$ cat src/inc/bsfl_pkg.sv
package bsfl_pkg;
    localparam int CLK_HZ          = 200_000_000;
    localparam int SPI_HZ          = 12_000_000;
    // Half period rounds up so the serial clock never exceeds its limit.
    localparam int SPI_HALF_CYC    = (CLK_HZ + 2 * SPI_HZ - 1) / (2 * SPI_HZ);
    localparam int STRAP_SETTLE_NS = 100;
    localparam int STRAP_SETTLE_CYC =
        (STRAP_SETTLE_NS * (CLK_HZ / 1_000_000) + 999) / 1000;
    localparam int RETRY_GAP_NS    = 1000;
    localparam int RETRY_GAP_CYC   = (RETRY_GAP_NS * (CLK_HZ / 1_000_000) + 999) / 1000;

    localparam logic [3:0]  IF1_ADDR_HI     = 4'h2;
    localparam logic [6:0]  IF2_P1_ADDR     = 7'h38;
    localparam logic [6:0]  IF2_P2_ADDR     = 7'h3f;
    localparam logic [7:0]  FLASH_READ_CMD  = 8'h03;
    localparam logic [7:0]  BLANK_BYTE      = 8'hff;
    localparam logic [5:0]  CMD_BITS        = 6'h20;
    localparam logic [5:0]  BYTE_BITS       = 6'h08;

    // Divider ratio thresholds, ratio scaled to full scale of 256.
    localparam logic [7:0]  DIV_TH_019      = 8'h30;
    localparam logic [7:0]  DIV_TH_029      = 8'h4a;
    localparam logic [7:0]  DIV_TH_039      = 8'h63;
    localparam logic [7:0]  DIV_TH_049      = 8'h7d;
    localparam logic [7:0]  DIV_TH_059      = 8'h97;

    typedef enum logic [2:0] {
        no_response_boot,
        hold_for_supply_internal_path,
        retry_load_internal_path,
        hold_for_supply_external_path,
        load_once_boot
    } bsfl_boot_mode_t;

    typedef enum logic [3:0] {
        ST_INIT, ST_STRAP, ST_SUPPLY, ST_CMD, ST_DATA, ST_PUSH, ST_GAP, ST_DONE, ST_SAFE
    } bsfl_state_t;

    // Address strap band: ground gives band 0, regulator output band 3.
    function automatic logic [1:0] addr_band(input logic [7:0] ratio);
        if (ratio < DIV_TH_019)
            return 2'h0;
        else if (ratio < DIV_TH_039)
            return 2'h1;
        else if (ratio < DIV_TH_059)
            return 2'h2;
        else
            return 2'h3;
    endfunction

    function automatic bsfl_boot_mode_t boot_mode(input logic [7:0] ratio,
                                                  input logic       strap_hi);
        if (!strap_hi || ratio >= DIV_TH_049)
            return load_once_boot;
        else if (ratio < DIV_TH_019)
            return no_response_boot;
        else if (ratio < DIV_TH_029)
            return hold_for_supply_internal_path;
        else if (ratio < DIV_TH_039)
            return retry_load_internal_path;
        else
            return hold_for_supply_external_path;
    endfunction

    function automatic logic [6:0] apply_mask(input logic [6:0] dflt,
                                              input logic [6:0] mask,
                                              input logic [6:0] fw);
        return (dflt & ~mask) | (fw & mask);
    endfunction
endpackage

$ cat src/inc/bsfl_stream_if.sv
`timescale 1ns/10ps
interface bsfl_stream_if #(parameter int W = 8);
    logic         valid;
    logic         ready;
    logic [W-1:0] data;
    modport src (output valid, output data, input ready);
    modport snk (input valid, input data, output ready);
endinterface

$ cat src/verilog/bsfl_fifo.sv
`timescale 1ns/10ps
module bsfl_fifo #(
    parameter int W = 8,
    parameter int D = 16
) (
    input  wire logic     clk,
    input  wire logic     rst_n,
    bsfl_stream_if.snk    wr,
    bsfl_stream_if.src    rd
);
    localparam int AW = $clog2(D);

    typedef struct packed {
        logic [AW:0] wp;
        logic [AW:0] rp;
    } bsfl_fifo_reg_t;

    generate
        if (D < 2 || (D & (D - 1)) != 0)
        begin : g_bad_depth
            $error("bsfl_fifo depth must be a power of two, at least 2");
        end
    endgenerate

    logic [W-1:0]   mem [D];
    bsfl_fifo_reg_t r_q;
    bsfl_fifo_reg_t r_d;
    logic           full;
    logic           empty;

    // Extra pointer bit tells a full buffer from an empty one.
    assign full     = (r_q.wp[AW] != r_q.rp[AW]) && (r_q.wp[AW-1:0] == r_q.rp[AW-1:0]);
    assign empty    = (r_q.wp == r_q.rp);
    assign wr.ready = !full;
    assign rd.valid = !empty;
    assign rd.data  = mem[r_q.rp[AW-1:0]];

    // Pointer update.
    always_comb
    begin
        r_d = r_q;
        if (wr.valid && !full)
            r_d.wp = r_q.wp + 1'b1;
        if (rd.ready && !empty)
            r_d.rp = r_q.rp + 1'b1;
    end

    always_ff @(posedge clk or negedge rst_n)
    begin
        if (!rst_n)
            r_q <= '0;
        else
            r_q <= r_d;
    end

    // Storage has no reset; stale words show on rd.data while empty, but rd.valid stays low.
    always_ff @(posedge clk)
    begin
        if (wr.valid && !full)
            mem[r_q.wp[AW-1:0]] <= wr.data;
    end
endmodule

$ cat src/verilog/bsfl_top.sv
`timescale 1ns/10ps
module bsfl_top
    import bsfl_pkg::*;
#(
    parameter int          LOAD_BYTES = 256,
    parameter logic [23:0] FLASH_BASE = 24'h000000,
    parameter int          FIFO_DEPTH = 16
) (
    input  wire logic            clk,
    input  wire logic            rstn,
    input  wire logic [7:0]      boot_strap_divider_pin,
    input  wire logic [7:0]      address_strap_divider_pin,
    input  wire logic            supply_3v3_present,
    input  wire logic            low_power_req,
    output logic                 flash_sclk,
    output logic                 flash_cs_n,
    output logic                 flash_mosi,
    input  wire logic            flash_miso,
    output logic [7:0]           cfg_data,
    output logic                 cfg_valid,
    input  wire logic            cfg_ready,
    input  wire logic [3:0][6:0] fw_addr_mask,
    input  wire logic [3:0][6:0] fw_addr_value,
    input  wire logic            host_frame_start,
    input  wire logic            host_byte_valid,
    input  wire logic [7:0]      host_byte,
    input  wire logic            host_iface,
    output logic                 host_addr_ack,
    output logic                 host_sub_valid,
    output logic [1:0]           host_sub_index,
    output logic [7:0]           host_sub_code,
    output logic [3:0][6:0]      slave_addr,
    output logic                 addr_ready,
    output logic [1:0]           port_one_address_code,
    output logic [2:0]           port_two_address_code,
    output logic [2:0]           dead_battery_mode,
    output logic                 boot_done,
    output logic                 ports_disabled,
    output logic                 legacy_sink,
    output logic                 core_clk_slow_sel
);
    typedef struct packed {
        bsfl_state_t     st;
        logic [15:0]     cnt;
        logic [3:0]      div;
        logic            sclk;
        logic            cs_n;
        logic            mosi;
        logic [5:0]      bitn;
        logic [31:0]     sh;
        logic [7:0]      rx;
        logic [15:0]     left;
        logic            first;
        logic            push_v;
        logic [18:0]     s1;
        logic [18:0]     s2;
        logic [1:0]      acode;
        bsfl_boot_mode_t mode;
        logic            addr_ok;
        logic            safe;
        logic            loaded;
        logic            slow;
        logic [3:0][6:0] eff;
        logic            exp_addr;
        logic            exp_sub;
        logic [1:0]      hidx;
        logic            sub_v;
        logic [1:0]      sub_idx;
        logic [7:0]      sub_code;
    } bsfl_reg_t;

    localparam bsfl_reg_t RST_VAL = '{st: ST_INIT, mode: load_once_boot, cs_n: 1'b1,
                                      cnt: '0, div: '0, sclk: 1'b0, mosi: 1'b0,
                                      bitn: '0, sh: '0, rx: '0, left: '0, first: 1'b0,
                                      push_v: 1'b0, s1: '0, s2: '0, acode: '0,
                                      addr_ok: 1'b0, safe: 1'b0, loaded: 1'b0,
                                      slow: 1'b0, eff: '0, exp_addr: 1'b0,
                                      exp_sub: 1'b0, hidx: '0, sub_v: 1'b0,
                                      sub_idx: '0, sub_code: '0};
    localparam logic [3:0]  DIV_LAST    = 4'(SPI_HALF_CYC - 1);
    localparam logic [15:0] SETTLE_LAST = 16'(STRAP_SETTLE_CYC - 1);
    localparam logic [15:0] RETRY_LAST  = 16'(RETRY_GAP_CYC - 1);
    localparam logic [15:0] LOAD_CNT    = 16'(LOAD_BYTES);

    if (LOAD_BYTES < 1 || LOAD_BYTES > 65535 || SPI_HALF_CYC > 16)
    begin : g_bad_param
        $error("bsfl_top load length or serial clock divider out of range");
    end

    logic      [1:0] rst_sync;
    logic            rst_n;
    bsfl_reg_t       r_q;
    bsfl_reg_t       r_d;
    logic            miso_s;
    logic            supply_s;
    logic            lowpwr_s;
    logic            rise;
    logic            fall;
    logic      [2:0] hit;
    logic            retry_mode;
    logic            hold_mode;

    bsfl_stream_if #(.W(8)) push_if ();
    bsfl_stream_if #(.W(8)) pop_if ();

    // Reset is asserted at once and released through two flip-flops.
    always_ff @(posedge clk or negedge rstn)
    begin
        if (!rstn)
            rst_sync <= 2'h0;
        else
            rst_sync <= {rst_sync[0], 1'b1};
    end
    assign rst_n = rst_sync[1];

    // Address byte decode against the two effective slave addresses of the selected interface.
    function automatic logic [2:0] match(input logic [7:0]      b,
                                         input logic            iface,
                                         input logic [3:0][6:0] eff);
        if (b[7:1] == eff[{iface, 1'b0}])
            return {1'b1, iface, 1'b0};
        else if (b[7:1] == eff[{iface, 1'b1}])
            return {1'b1, iface, 1'b1};
        else
            return 3'h0;
    endfunction

    assign miso_s     = r_q.s2[2];
    assign supply_s   = r_q.s2[1];
    assign lowpwr_s   = r_q.s2[0];
    assign rise       = (r_q.div == DIV_LAST) && !r_q.sclk;
    assign fall       = (r_q.div == DIV_LAST) && r_q.sclk;
    assign hit        = match(host_byte, host_iface, r_q.eff);
    assign retry_mode = (r_q.mode == retry_load_internal_path);
    assign hold_mode  = (r_q.mode == no_response_boot) ||
                        (r_q.mode == hold_for_supply_internal_path) ||
                        (r_q.mode == hold_for_supply_external_path);

    // Boot sequencer, serial flash master and host address decoder.
    always_comb
    begin
        r_d        = r_q;
        r_d.s1     = {boot_strap_divider_pin, address_strap_divider_pin,
                      flash_miso, supply_3v3_present, low_power_req};
        r_d.s2     = r_q.s1;
        r_d.sub_v  = 1'b0;
        r_d.slow   = lowpwr_s;
        // Overrides stay live; addr_ok lags the strap code a cycle, so no stale address shows.
        r_d.eff[0] = apply_mask({IF1_ADDR_HI, 1'b0, r_q.acode},
                                fw_addr_mask[0], fw_addr_value[0]);
        r_d.eff[1] = apply_mask({IF1_ADDR_HI, 1'b1, r_q.acode},
                                fw_addr_mask[1], fw_addr_value[1]);
        r_d.eff[2] = apply_mask(IF2_P1_ADDR, fw_addr_mask[2], fw_addr_value[2]);
        r_d.eff[3] = apply_mask(IF2_P2_ADDR, fw_addr_mask[3], fw_addr_value[3]);
        // The divider runs only while a transfer is live, so the clock idles low.
        if ((r_q.st == ST_CMD) || (r_q.st == ST_DATA))
        begin
            r_d.div = (r_q.div == DIV_LAST) ? 4'h0 : r_q.div + 4'h1;
            if (r_q.div == DIV_LAST)
                r_d.sclk = !r_q.sclk;
        end
        case (r_q.st)
            ST_INIT:
            begin
                // Registers come up at their reset values, then straps settle.
                r_d.cnt = r_q.cnt + 16'h1;
                if (r_q.cnt == SETTLE_LAST)
                    r_d.st = ST_STRAP;
            end
            ST_STRAP:
            begin
                r_d.acode   = addr_band(r_q.s2[10:3]);
                r_d.mode    = boot_mode(r_q.s2[18:11], miso_s);
                r_d.st      = ST_SUPPLY;
            end
            ST_SUPPLY:
            begin
                r_d.addr_ok = 1'b1;
                if (!hold_mode || supply_s)
                    r_d.st = ST_GAP;
                r_d.cnt = RETRY_LAST;
            end
            ST_GAP:
            begin
                // Count down, then open a read with the first bit already out.
                r_d.cnt = r_q.cnt - 16'h1;
                if (r_q.cnt == 16'h0)
                begin
                    r_d.st    = ST_CMD;
                    r_d.cs_n  = 1'b0;
                    r_d.sh    = {FLASH_READ_CMD, FLASH_BASE};
                    r_d.mosi  = FLASH_READ_CMD[7];
                    r_d.bitn  = CMD_BITS;
                    r_d.div   = 4'h0;
                    r_d.sclk  = 1'b0;
                    r_d.left  = LOAD_CNT;
                    r_d.first = 1'b1;
                end
            end
            ST_CMD:
            begin
                if (fall)
                begin
                    r_d.sh   = {r_q.sh[30:0], 1'b0};
                    r_d.mosi = r_q.sh[30];
                    r_d.bitn = r_q.bitn - 6'h1;
                    if (r_q.bitn == 6'h1)
                    begin
                        r_d.st   = ST_DATA;
                        r_d.bitn = BYTE_BITS;
                        r_d.mosi = 1'b0;
                    end
                end
            end
            ST_DATA:
            begin
                if (rise)
                    r_d.rx = {r_q.rx[6:0], miso_s};
                if (fall)
                begin
                    r_d.bitn = r_q.bitn - 6'h1;
                    if (r_q.bitn == 6'h1)
                    begin
                        r_d.st     = ST_PUSH;
                        r_d.push_v = 1'b1;
                        r_d.div    = 4'h0;
                    end
                end
            end
            ST_PUSH:
            begin
                // Clock is parked low here while the buffer is full.
                if (push_if.ready)
                begin
                    r_d.push_v = 1'b0;
                    r_d.first  = 1'b0;
                    r_d.left   = r_q.left - 16'h1;
                    r_d.bitn   = BYTE_BITS;
                    if (r_q.first && (r_q.rx == BLANK_BYTE))
                    begin
                        // Blank flash: end the frame, then retry or fall back.
                        r_d.cs_n = 1'b1;
                        r_d.cnt  = RETRY_LAST;
                        r_d.st   = retry_mode ? ST_GAP : ST_SAFE;
                    end
                    else if (r_q.left == 16'h1)
                    begin
                        r_d.cs_n   = 1'b1;
                        r_d.loaded = 1'b1;
                        r_d.st     = ST_DONE;
                    end
                    else
                        r_d.st = ST_DATA;
                end
            end
            ST_SAFE:
            begin
                r_d.safe = 1'b1;
                r_d.st   = ST_DONE;
            end
            ST_DONE:
                r_d.st = ST_DONE;
            default:
                r_d.st = ST_INIT;
        endcase
        // Host side: address byte first, then the sub-address byte of a write.
        if (host_frame_start)
        begin
            r_d.exp_addr = 1'b1;
            r_d.exp_sub  = 1'b0;
        end
        else if (host_byte_valid && r_q.exp_addr)
        begin
            r_d.exp_addr = 1'b0;
            r_d.exp_sub  = r_q.addr_ok && hit[2] && !host_byte[0];
            r_d.hidx     = hit[1:0];
        end
        else if (host_byte_valid && r_q.exp_sub)
        begin
            r_d.exp_sub  = 1'b0;
            r_d.sub_v    = 1'b1;
            r_d.sub_idx  = r_q.hidx;
            r_d.sub_code = host_byte;
        end
    end

    always_ff @(posedge clk or negedge rst_n)
    begin
        if (!rst_n)
            r_q <= RST_VAL;
        else
            r_q <= r_d;
    end

    assign push_if.valid = r_q.push_v;
    assign push_if.data  = r_q.rx;

    // Bundle bytes queue here so a slow consumer stalls the flash read.
    bsfl_fifo #(
        .W (8),
        .D (FIFO_DEPTH)
    ) u_fifo (
        .clk   (clk),
        .rst_n (rst_n),
        .wr    (push_if),
        .rd    (pop_if)
    );

    assign cfg_data              = pop_if.data;
    assign cfg_valid             = pop_if.valid;
    assign pop_if.ready          = cfg_ready;
    assign flash_sclk            = r_q.sclk;
    assign flash_cs_n            = r_q.cs_n;
    assign flash_mosi            = r_q.mosi;
    assign host_addr_ack         = r_q.exp_addr && host_byte_valid && hit[2] && r_q.addr_ok;
    assign host_sub_valid        = r_q.sub_v;
    assign host_sub_index        = r_q.sub_idx;
    assign host_sub_code         = r_q.sub_code;
    assign slave_addr            = r_q.eff;
    assign addr_ready            = r_q.addr_ok;
    assign port_one_address_code = r_q.acode;
    assign port_two_address_code = {1'b1, r_q.acode};
    assign dead_battery_mode     = r_q.mode;
    assign boot_done             = (r_q.st == ST_DONE);
    assign ports_disabled        = r_q.safe;
    assign legacy_sink           = r_q.safe && !supply_s;
    assign core_clk_slow_sel     = r_q.slow;
endmodule

$ cat config.mk
export PLATFORM = sky130hd
export DESIGN_NAME = bsfl_top
export DESIGN_NICKNAME = d
export VERILOG_FILES = /design/src/inc/bsfl_pkg.sv /design/src/inc/bsfl_stream_if.sv /design/src/verilog/bsfl_fifo.sv /design/src/verilog/bsfl_top.sv
export SDC_FILE = /design/constraint.sdc
export NUM_CORES = 1
export LEC_CHECK = 0
export BUFFER_PORTS_ARGS = -buffer_cell sky130_fd_sc_hd__buf_2
export CAP_MARGIN = 20
export CORE_UTILIZATION = 55
export CTS_BUF_LIST = sky130_fd_sc_hd__clkbuf_8
export DETAILED_ROUTE_END_ITERATION = 12
export PLACE_DENSITY = 0.79
export SLEW_MARGIN = 15
export SYNTH_ARGS = -nofsm -noshare
export SYNTH_HDL_FRONTEND = slang
export SYNTH_HIERARCHICAL = 1
export SYNTH_SLANG_ARGS = --single-unit
$ cat constraint.sdc
create_clock -name clk -period 6.2 [get_ports clk]
set_clock_uncertainty 0.05 [all_clocks]
set_input_delay 0.93 -clock clk [delete_from_list [all_inputs] [get_ports clk]]
set_output_delay 0.93 -clock clk [all_outputs]
set_load 0.02 [all_outputs]
==> qor.txt, run 1 <==
sequential fraction of the synthesis area -> 0.6070
Worst Setup SP -> host_iface
Final ANT Viol Nets -> 0
CP arrival -> 2930 ps
Root Driver -> clkbuf_8
Die Height -> 162.5 um
most frequent cells in the layout -> 185 x dfrtp_1, 152 x buf_2, 128 x edfxtp_1
vias in the first global route -> 9046
WS Path Type -> input pin to output port
Fin. Hold Viols -> 0
Final period util -> 0.6299
clk slew on worst S/H paths -> 60 ps
H-tree levels -> 2
Startpoint Class -> input pin
Worst Hold Class -> input pin to asynchronous set/reset pin
CTS tree -> yes
Max-Cap Viols -> 0
Synth Register Bits -> 318
IO Pins -> 154
power per cell area -> 340.2 nW/um2
GRT Resource Usage Total -> 0.2196
Comb pwr share -> 0.195
# DRC -> 0
Global Route met1 Usage -> 0.2977
Starting Density -> 0.5610
commonest non-fill, non-tap cell in the layout -> dfrtp_1
top-area cell type share of the netlist area -> 0.3320
yosys warns -> 6
Avg WL per Cell -> 17.74 um
largest area contributor in the netlist -> dfrtp_1
Synth cell types -> 85
VDD IR max -> 0.2259 mV
Post-Syn Instances -> 1123
busiest grt layer -> met2
WL final -> 28.62 mm
total number of vias -> 9173
Routability Congestion -> 0.8931
Design Area, Final -> 15860 um2
Post-CTS Hold Buffers -> 0
core area -> 25250 um2
pin count of the biggest net entering global routing -> 189
Critical Path Fanout Max -> 15
drt first pass iters -> 5
Clk pwr share -> 0.324
Sw Share -> 0.2886
DIE WIDTH -> 162.5 um
Core Util, Final -> 0.6281
Iter 0 DRT Violations -> 765
Required @ worst endpoint -> 5220 ps
layout cell share with drive strength beyond 1 -> 0.2393
Port Buffers -> 152
syn_area_per_cell -> 12.62 um2
NetSw -> 0.001557 W
met3 Use GR -> 0.04074
NumNets Final -> 1346
total CTS buffers -> 50
Max Transition Viols Final -> 0
row count -> 58
sequential share of power -> 0.481
post_cts resized -> 0
RSZ-0062 raised after global routing -> no
clock net sink count -> 318
most used flip-flop cell after synthesis -> dfrtp_1
LEAKAGE -> 6.887 nW
Filler Cells Inserted -> 1895
Clock Tree Buf Depth -> 3
Reg-to-Reg Start -> u_fifo/r_q[2]
Clock Latency Late Sink -> 570 ps
Total Neg Setup Slack -> 0 ps
largest cells by area after synthesis -> dfrtp_1 33%, edfxtp_1 27%, nand2_1 3.0%
Layout area overhead -> 11.96%
grt total ovfl -> 0
Tot Pwr -> 0.005396 W
initial antenna violation count -> 0
DP Area -> 14820 um2
mapped cell area -> 14170 um2
# diodes -> 0
f_max -> 256.1 MHz
number of synthesized flops with an enable pin -> 128
# setup viols final -> 0
Slew headroom -> 0.3345
ys async rst share -> 0.5975
Worst Max-Slew Pin Slew -> 998.3 ps
grt met2 use -> 0.3650
Pint -> 0.003839 W
DR vias/cell -> 5.687
Crit. End Element -> output port
DIE AREA -> 26410 um2
status -> complete, no violations
Detailed Place HPWL -> 18.99 mm
fin crit period -> 3905 ps
post-CTS setup buffer count -> 0
global-route wire length before repair -> 45.80 mm
registers in the layout, summed over array words and instances (netlist names), 2 cells and up:
| register | cells |
|---|---|
| u_fifo/mem | 128 |
| r_q | 98 |
| slave_addr | 28 |
| r_d | 19 |
| u_fifo/r_q | 10 |
| host_sub_code | 8 |
| push_if.data | 8 |
| dead_battery_mode | 3 |
| host_sub_index | 2 |
| port_one_address_code | 2 |
| rst_sync | 2 |
worst max-delay path, stage by stage:
cell and delay (ps):
buf_2 360, mux2i_1 290, xor2_1 180, nand4_1 100, nor4_1 450, nor2_1 140, nor3b_1 260, buf_2 210
synthesized netlist by cell type (19+ instances only):
cell,n
mux2_2,24
mux2i_1,19
a21oi_1,35
dfrtp_1,188
inv_1,22
clkbuf_1,21
o21ai_0,32
xnor2_1,22
edfxtp_1,128
nand2_1,112
nand2b_1,19
nor3_1,24
buf_4,48
nand3_1,54
nor2_1,79
power groups by stage:
| stage | Combinational, W | Clock (W) | Sequential, W |
|---|---|---|---|
| after floorplan | 0.000885 | 0 | 0.00253 |
| after global placement | 0.000970 | 0 | 0.00265 |
| after detailed placement | 0.00101 | 0 | 0.00268 |
| after CTS | 0.00101 | 0.00179 | 0.00264 |
| after global routing | 0.00114 | 0.00189 | 0.00262 |
| final | 0.00105 | 0.00175 | 0.00259 |
cells by family after synthesis:
group,share of synthesized area
compound gates,0.08001
xor+xnor,0.02349
fa+ha+maj,0.01325
buf+inv,0.05007
flops,0.6070
mux,0.08787
other cells,0.0002647
simple gates,0.1380
stage by stage:
stage | hold WS, ps | std cells | worst slack (ps)
final | 79.83 | 1613 | 2295
after global routing | 47.09 | 1613 | 2043
after CTS | 45.08 | 1611 | 2124
after detailed placement | 287.9 | 1518 | 2288
after global placement | 283.3 | 1518 | 2352
after floorplan | 281.2 | 1124 | 467.0
routing by layer:
layer  up-vias  part of all wire  routed length (um)
met2       287              0.50               14280
met3        32             0.063                1803
li1       4301                 -                   -
met4         0             0.013                 364
met1      4553              0.43               12170
met5         -                 0                   0
final cells by class:
type / instances / area (um2) / share of cell area
Clock inverter: 34 / 206.4 / 0.01301
Timing Repair Buffer: 163 / 868.3 / 0.05474
Clock buffer: 59 / 812.0 / 0.05119
Multi-Input combinational cell: 686 / 4870 / 0.3070
Tap cell: 330 / 412.9 / 0.02603
Inverter: 23 / 86.33 / 0.005443
Sequential cell: 318 / 8607 / 0.5426
final timing paths:
check,endpoint,slack [ps],cells after the start
max in group asynchronous,push_if.data[2],4870,1
setup reg to reg,r_q[176],2550,10
hold reg to reg,r_q[57],300,0
min in group clk,r_q[57],300,0
setup / recovery,host_addr_ack,2290,8
hold / removal,rst_sync[1],80,1
Power figures use the tool's default switching activity.
==> run 2: changes to the inputs <==
Settings changed: ABC_AREA from default to 1, PLACE_DENSITY 0.79 to 0.76.
Clock period 6.2 ns to 4 ns, I/O delays scaled along.
==> qor.txt, run 2 <==
status -> complete, but fails checks
failing checks -> design-rule violations
Post-synth top cells -> 458 x nand2_1, 188 x dfrtp_1, 187 x inv_1
drt first pass iters -> 9
grt total ovfl -> 0
Die Height -> 166.4 um
commonest non-fill, non-tap cell in the layout -> nand2_1
LEAKAGE -> 7.942 nW
Total Neg Setup Slack -> 0 ps
Avg WL per Cell -> 15.17 um
number of synthesized flops with an enable pin -> 128
f_max -> 296.3 MHz
WS Path Type -> flip-flop to output port
Slew headroom -> 0.3589
initial antenna violation count -> 0
Port Buffers -> 152
Core Util, Final -> 0.6311
Max-Cap Viols -> 0
Required @ worst endpoint -> 3350 ps
total number of vias -> 11397
Routability Congestion -> 0.9054
CTS tree -> yes
CP arrival -> 2730 ps
top-count cell post-synth -> nand2_1
CP delay by family, top -> buffers and inverters
r2r setup slk -> 1140 ps
WL final -> 32.66 mm
layout cell share with drive strength beyond 1 -> 0.1573
most frequent cells in the layout -> 458 x nand2_1, 209 x inv_1, 186 x dfrtp_1
core area -> 26280 um2
Final ANT Viol Nets -> 0
Crit. End Element -> output port
# DRC -> 4
GRT Resource Usage Total -> 0.2357
Startpoint Class -> flip-flop
mapped cell area -> 14870 um2
clock net sink count -> 318
crit-path cells -> inv_2, buf_4, nand2_1, nand2_1, nand2_1, nand3_1, nand3_1, nand2_1, buf_2
most frequent CP cell -> nand2_1
fin crit period -> 3375 ps
sequential fraction of the synthesis area -> 0.5783
slowest CP cell -> dfrtp_2
H-tree levels -> 2
# setup viols final -> 0
Starting Density -> 0.5659
Iter 0 DRT Violations -> 895
Worst Max-Slew Pin Slew -> 959.4 ps
DIE AREA -> 27700 um2
RSZ-0062 raised after global routing -> no
syn_area_per_cell -> 9.019 um2
VDD IR max -> 0.3240 mV
Max Transition Viols Final -> 0
global-route wire length before repair -> 53.15 mm
post_cts resized -> 0
Design Area, Final -> 16590 um2
IO Pins -> 154
post-CTS setup buffer count -> 0
Post-CTS Hold Buffers -> 1
ys async rst share -> 0.5975
Final period util -> 0.8438
total CTS buffers -> 53
power per cell area -> 518.2 nW/um2
# diodes -> 0
Clock Latency Late Sink -> 570 ps
yosys warns -> 6
Filler Cells Inserted -> 2132
Post-Syn Instances -> 1649
Worst Hold Class -> input pin to flip-flop
DR vias/cell -> 5.294
crit path buf inv count -> 3
row count -> 59
crit-path max cell delay -> 610 ps
Clock Tree Buf Depth -> 3
vias in the first global route -> 10803
Synth cell types -> 49
pin count of the biggest net entering global routing -> 79
largest area contributor in the netlist -> dfrtp_1
DP Area -> 15540 um2
Largest register FFs -> 128
Detailed Place HPWL -> 21.87 mm
clk slew on worst S/H paths -> 60 ps
Layout area overhead -> 11.52%
NumNets Final -> 1879
DIE WIDTH -> 166.4 um
top-area cell type share of the netlist area -> 0.3163
Fin. Hold Viols -> 0
Root Driver -> clkbuf_8
largest cells by area after synthesis -> dfrtp_1 32%, edfxtp_1 26%, nand2_1 12%
most used flip-flop cell after synthesis -> dfrtp_1
Critical Path Fanout Max -> 47
Synth Register Bits -> 318
## run 2: cell types whose count changed after synthesis, sizes merged, moves of 12 or more
cell	change
a21oi	-12
a22oi	-16
and2	-15
inv	+178
mux2	-23
mux2i	-19
mux4	-32
nand2	+352
nand2b	-19
nand3	+40
nor2	+102
o21ai	+93
o22ai	+22
xnor2	-17
## run 2: routing by layer
layer	share of wire	global-route usage	up-vias
met5	0	0	-
met4	0.022	0.07448	0
met3	0.061	0.03517	74
met2	0.48	0.3904	365
met1	0.43	0.3221	5399
li1	-	-	5559
## run 2: where the power goes
| group | internal [W] | switching [W] |
|---|---|---|
| logic | 0.000607 | 0.00137 |
| registers | 0.00375 | 0.000202 |
| clock network | 0.00141 | 0.00125 |
| total | 0.00577 | 0.00283 |
## run 2: final timing paths
kind	startpoint	to	depth (start not counted)
worst max-delay path	u_fifo/r_q[0]	cfg_data[0]	9
worst min-delay path	flash_miso	r_d[54]	1
worst max register to register	u_fifo/r_q[0]	r_q[163]	11
worst min register to register	rst_sync[1]	port_one_address_code[1]	0
max in group asynchronous	rst_sync[1]	dead_battery_mode[2]	1
min in group asynchronous	rst_sync[1]	port_one_address_code[1]	0
## run 2: stage by stage
step / power [W] / std cells / hold slack (ps) / setup WS, ps
floorplan: 0.005445 / 1650 / 254.4 / 818.3
CTS: 0.008644 / 2152 / 58.78 / 625.4
global route: 0.009081 / 2153 / 56.04 / 418.9
detailed placement: 0.005966 / 2053 / 284.7 / 1133
global placement: 0.005937 / 2053 / 282.0 / 1184
finish: 0.008594 / 2153 / 85.09 / 624.8
## run 2: kinds of logic (layout without fill, tap and decap cells)
family / count (synthesis) / in the layout / share of synthesized area
xor gates and xnor gates: 29 / 29 / 0.01708
muxes: 2 / 2 / 0.001514
DFF: 318 / 318 / 0.5783
other: 1 / 2 / 0.0002521
buffers and inverters: 295 / 463 / 0.09170
adders and majority gates: 15 / 15 / 0.01262
and+or+nand+nor: 784 / 784 / 0.2229
AOI/OAI and AO/OA: 205 / 205 / 0.07563
## run 2: cell type report
| type | count | area, um2 | area share |
|---|---|---|---|
| clock buffers | 62 | 853.3 | 0.05145 |
| repair buffers | 161 | 875.8 | 0.05281 |
| multi-input cells | 1037 | 4912 | 0.2962 |
| clock inverters | 36 | 153.9 | 0.009279 |
| flip-flops and latches | 318 | 8606 | 0.5189 |
| inverters | 204 | 765.7 | 0.04617 |
| well taps | 335 | 419.2 | 0.02527 |
==> run 3: changes to the inputs <==
Clock period 4 ns to 3.5 ns, I/O delays scaled along.
==> qor.txt, run 3 (same netlist as run 2, synthesis figures left out) <==
layout cell share with drive strength beyond 1 -> 0.1584
status -> complete, but fails checks
total number of vias -> 11478
WS Path Type -> flip-flop to output port
Fin. Hold Viols -> 0
clk slew on worst S/H paths -> 70 ps
global-route wire length before repair -> 55.40 mm
Post-CTS Hold Buffers -> 20
HP Start -> fw_addr_mask[9]
CP arrival -> 2640 ps
Reg-to-Reg Start -> u_fifo/r_q[2]
Startpoint Class -> flip-flop
# setup viols final -> 0
dpl ws -> 843.3 ps
Hold Path End -> slave_addr[9]
post_cts resized -> 0
Layout area overhead -> 12.94%
row count -> 59
IO Pins -> 154
DR vias/cell -> 5.270
LEAKAGE -> 8.057 nW
DIE WIDTH -> 166.4 um
Hold WS -> 50.97 ps
Crit. End Element -> output port
Avg WL per Cell -> 15.30 um
most frequent cells in the layout -> 458 x nand2_1, 215 x inv_1, 186 x dfrtp_1
Final period util -> 0.9197
Detailed Place HPWL -> 22.35 mm
Root Driver -> clkbuf_8
Filler Cells Inserted -> 2116
Final ANT Viol Nets -> 0
Max-Cap Viols -> 0
grt total ovfl -> 0
Slew headroom -> 0.4288
reg-to-reg endpoint -> r_q[163]
H-tree levels -> 2
Max Transition Viols Final -> 0
Clock Latency Late Sink -> 590 ps
Port Buffers -> 152
Largest register FFs -> 128
failing checks -> design-rule violations
Die Height -> 166.4 um
Total Neg Setup Slack -> 0 ps
Register-to-Register Path Depth -> 11
fin crit period -> 3219 ps
RSZ-0062 raised after global routing -> no
worst hold stages -> 2
clock net sink count -> 318
r2r setup slk -> 780 ps
Worst Hold Class -> input pin to flip-flop
GRT Resource Usage Total -> 0.2458
total CTS buffers -> 52
f_max -> 310.7 MHz
VDD IR max -> 0.3209 mV
Clock Tree Buf Depth -> 3
core area -> 26280 um2
post-CTS setup buffer count -> 0
Critical Path Fanout Max -> 42
Design Area, Final -> 16800 um2
Worst Setup SP -> u_fifo/r_q[0]
vias in the first global route -> 11250
Starting Density -> 0.5659
power per cell area -> 588.5 nW/um2
Tot Pwr -> 0.009885 W
final critical-path setup slack -> 281.0 ps
DIE AREA -> 27700 um2
commonest non-fill, non-tap cell in the layout -> nand2_1
pin count of the biggest net entering global routing -> 78
Iter 0 DRT Violations -> 776
Required @ worst endpoint -> 2920 ps
CTS tree -> yes
NumNets Final -> 1903
DP Area -> 15590 um2
# diodes -> 0
Routability Congestion -> 0.9026
# DRC -> 4
WL final -> 33.33 mm
Worst Max-Slew Pin Slew -> 853.6 ps
drt first pass iters -> 9
initial antenna violation count -> 0
==> run 3: final cells by class <==
| type | count | area (um2) | area share |
|---|---|---|---|
| Clock buffer | 61 | 839.6 | 0.04998 |
| Sequential cell | 318 | 8606 | 0.5123 |
| Tap cell | 335 | 419.2 | 0.02495 |
| Timing Repair Buffer | 186 | 1091 | 0.06495 |
| Multi-Input combinational cell | 1037 | 4912 | 0.2924 |
| Clock inverter | 37 | 163.9 | 0.009758 |
| Inverter | 204 | 765.7 | 0.04559 |
==> run 3: how the worst max path moves through the flow <==
| stage | end | depth (start not counted) |
|---|---|---|
| 3_3_place_gp | host_addr_ack | 9 |
| 3_5_place_dp | host_addr_ack | 9 |
| 6_report | cfg_data[0] | 10 |
| 5_1_grt | cfg_data[0] | 10 |
| 2_1_floorplan | addr_ready | 0 |
| 4_1_cts | cfg_data[0] | 10 |
==> run 3: metal layers <==
layer  GRT usage  wire length [um]  vias to the layer above
li1            -                 -                     5603
met4     0.07166               636                        0
met5           0                 0                        -
met1      0.3257             14700                     5472
met3     0.03612              1758                       62
met2      0.4216             16240                      341
==> run 3: through the flow <==
stage	cells	utilization
floorplan	1650	-
global placement	2060	0.5934
detailed placement	2060	0.5934
CTS	2178	0.6392
global route	2178	0.6392
finish	2178	0.6392
==> run 3: power breakdown <==
part / internal, W / switching (W) / total (W)
Sequential: 0.00428 / 0.000226 / 0.00451
Clock: 0.00159 / 0.00145 / 0.00304
Combinational: 0.000721 / 0.00161 / 0.00233
==> run 3: critical path: stages, from the launching register on <==
cell	delay (ps)
dfrtp_2	700
buf_4	500
nand2_1	120
nand2_1	100
nand2_1	50
o21ai_0	80
nand2_1	90
nand2_1	80
clkinv_1	80
nand2_1	60
buf_2	160
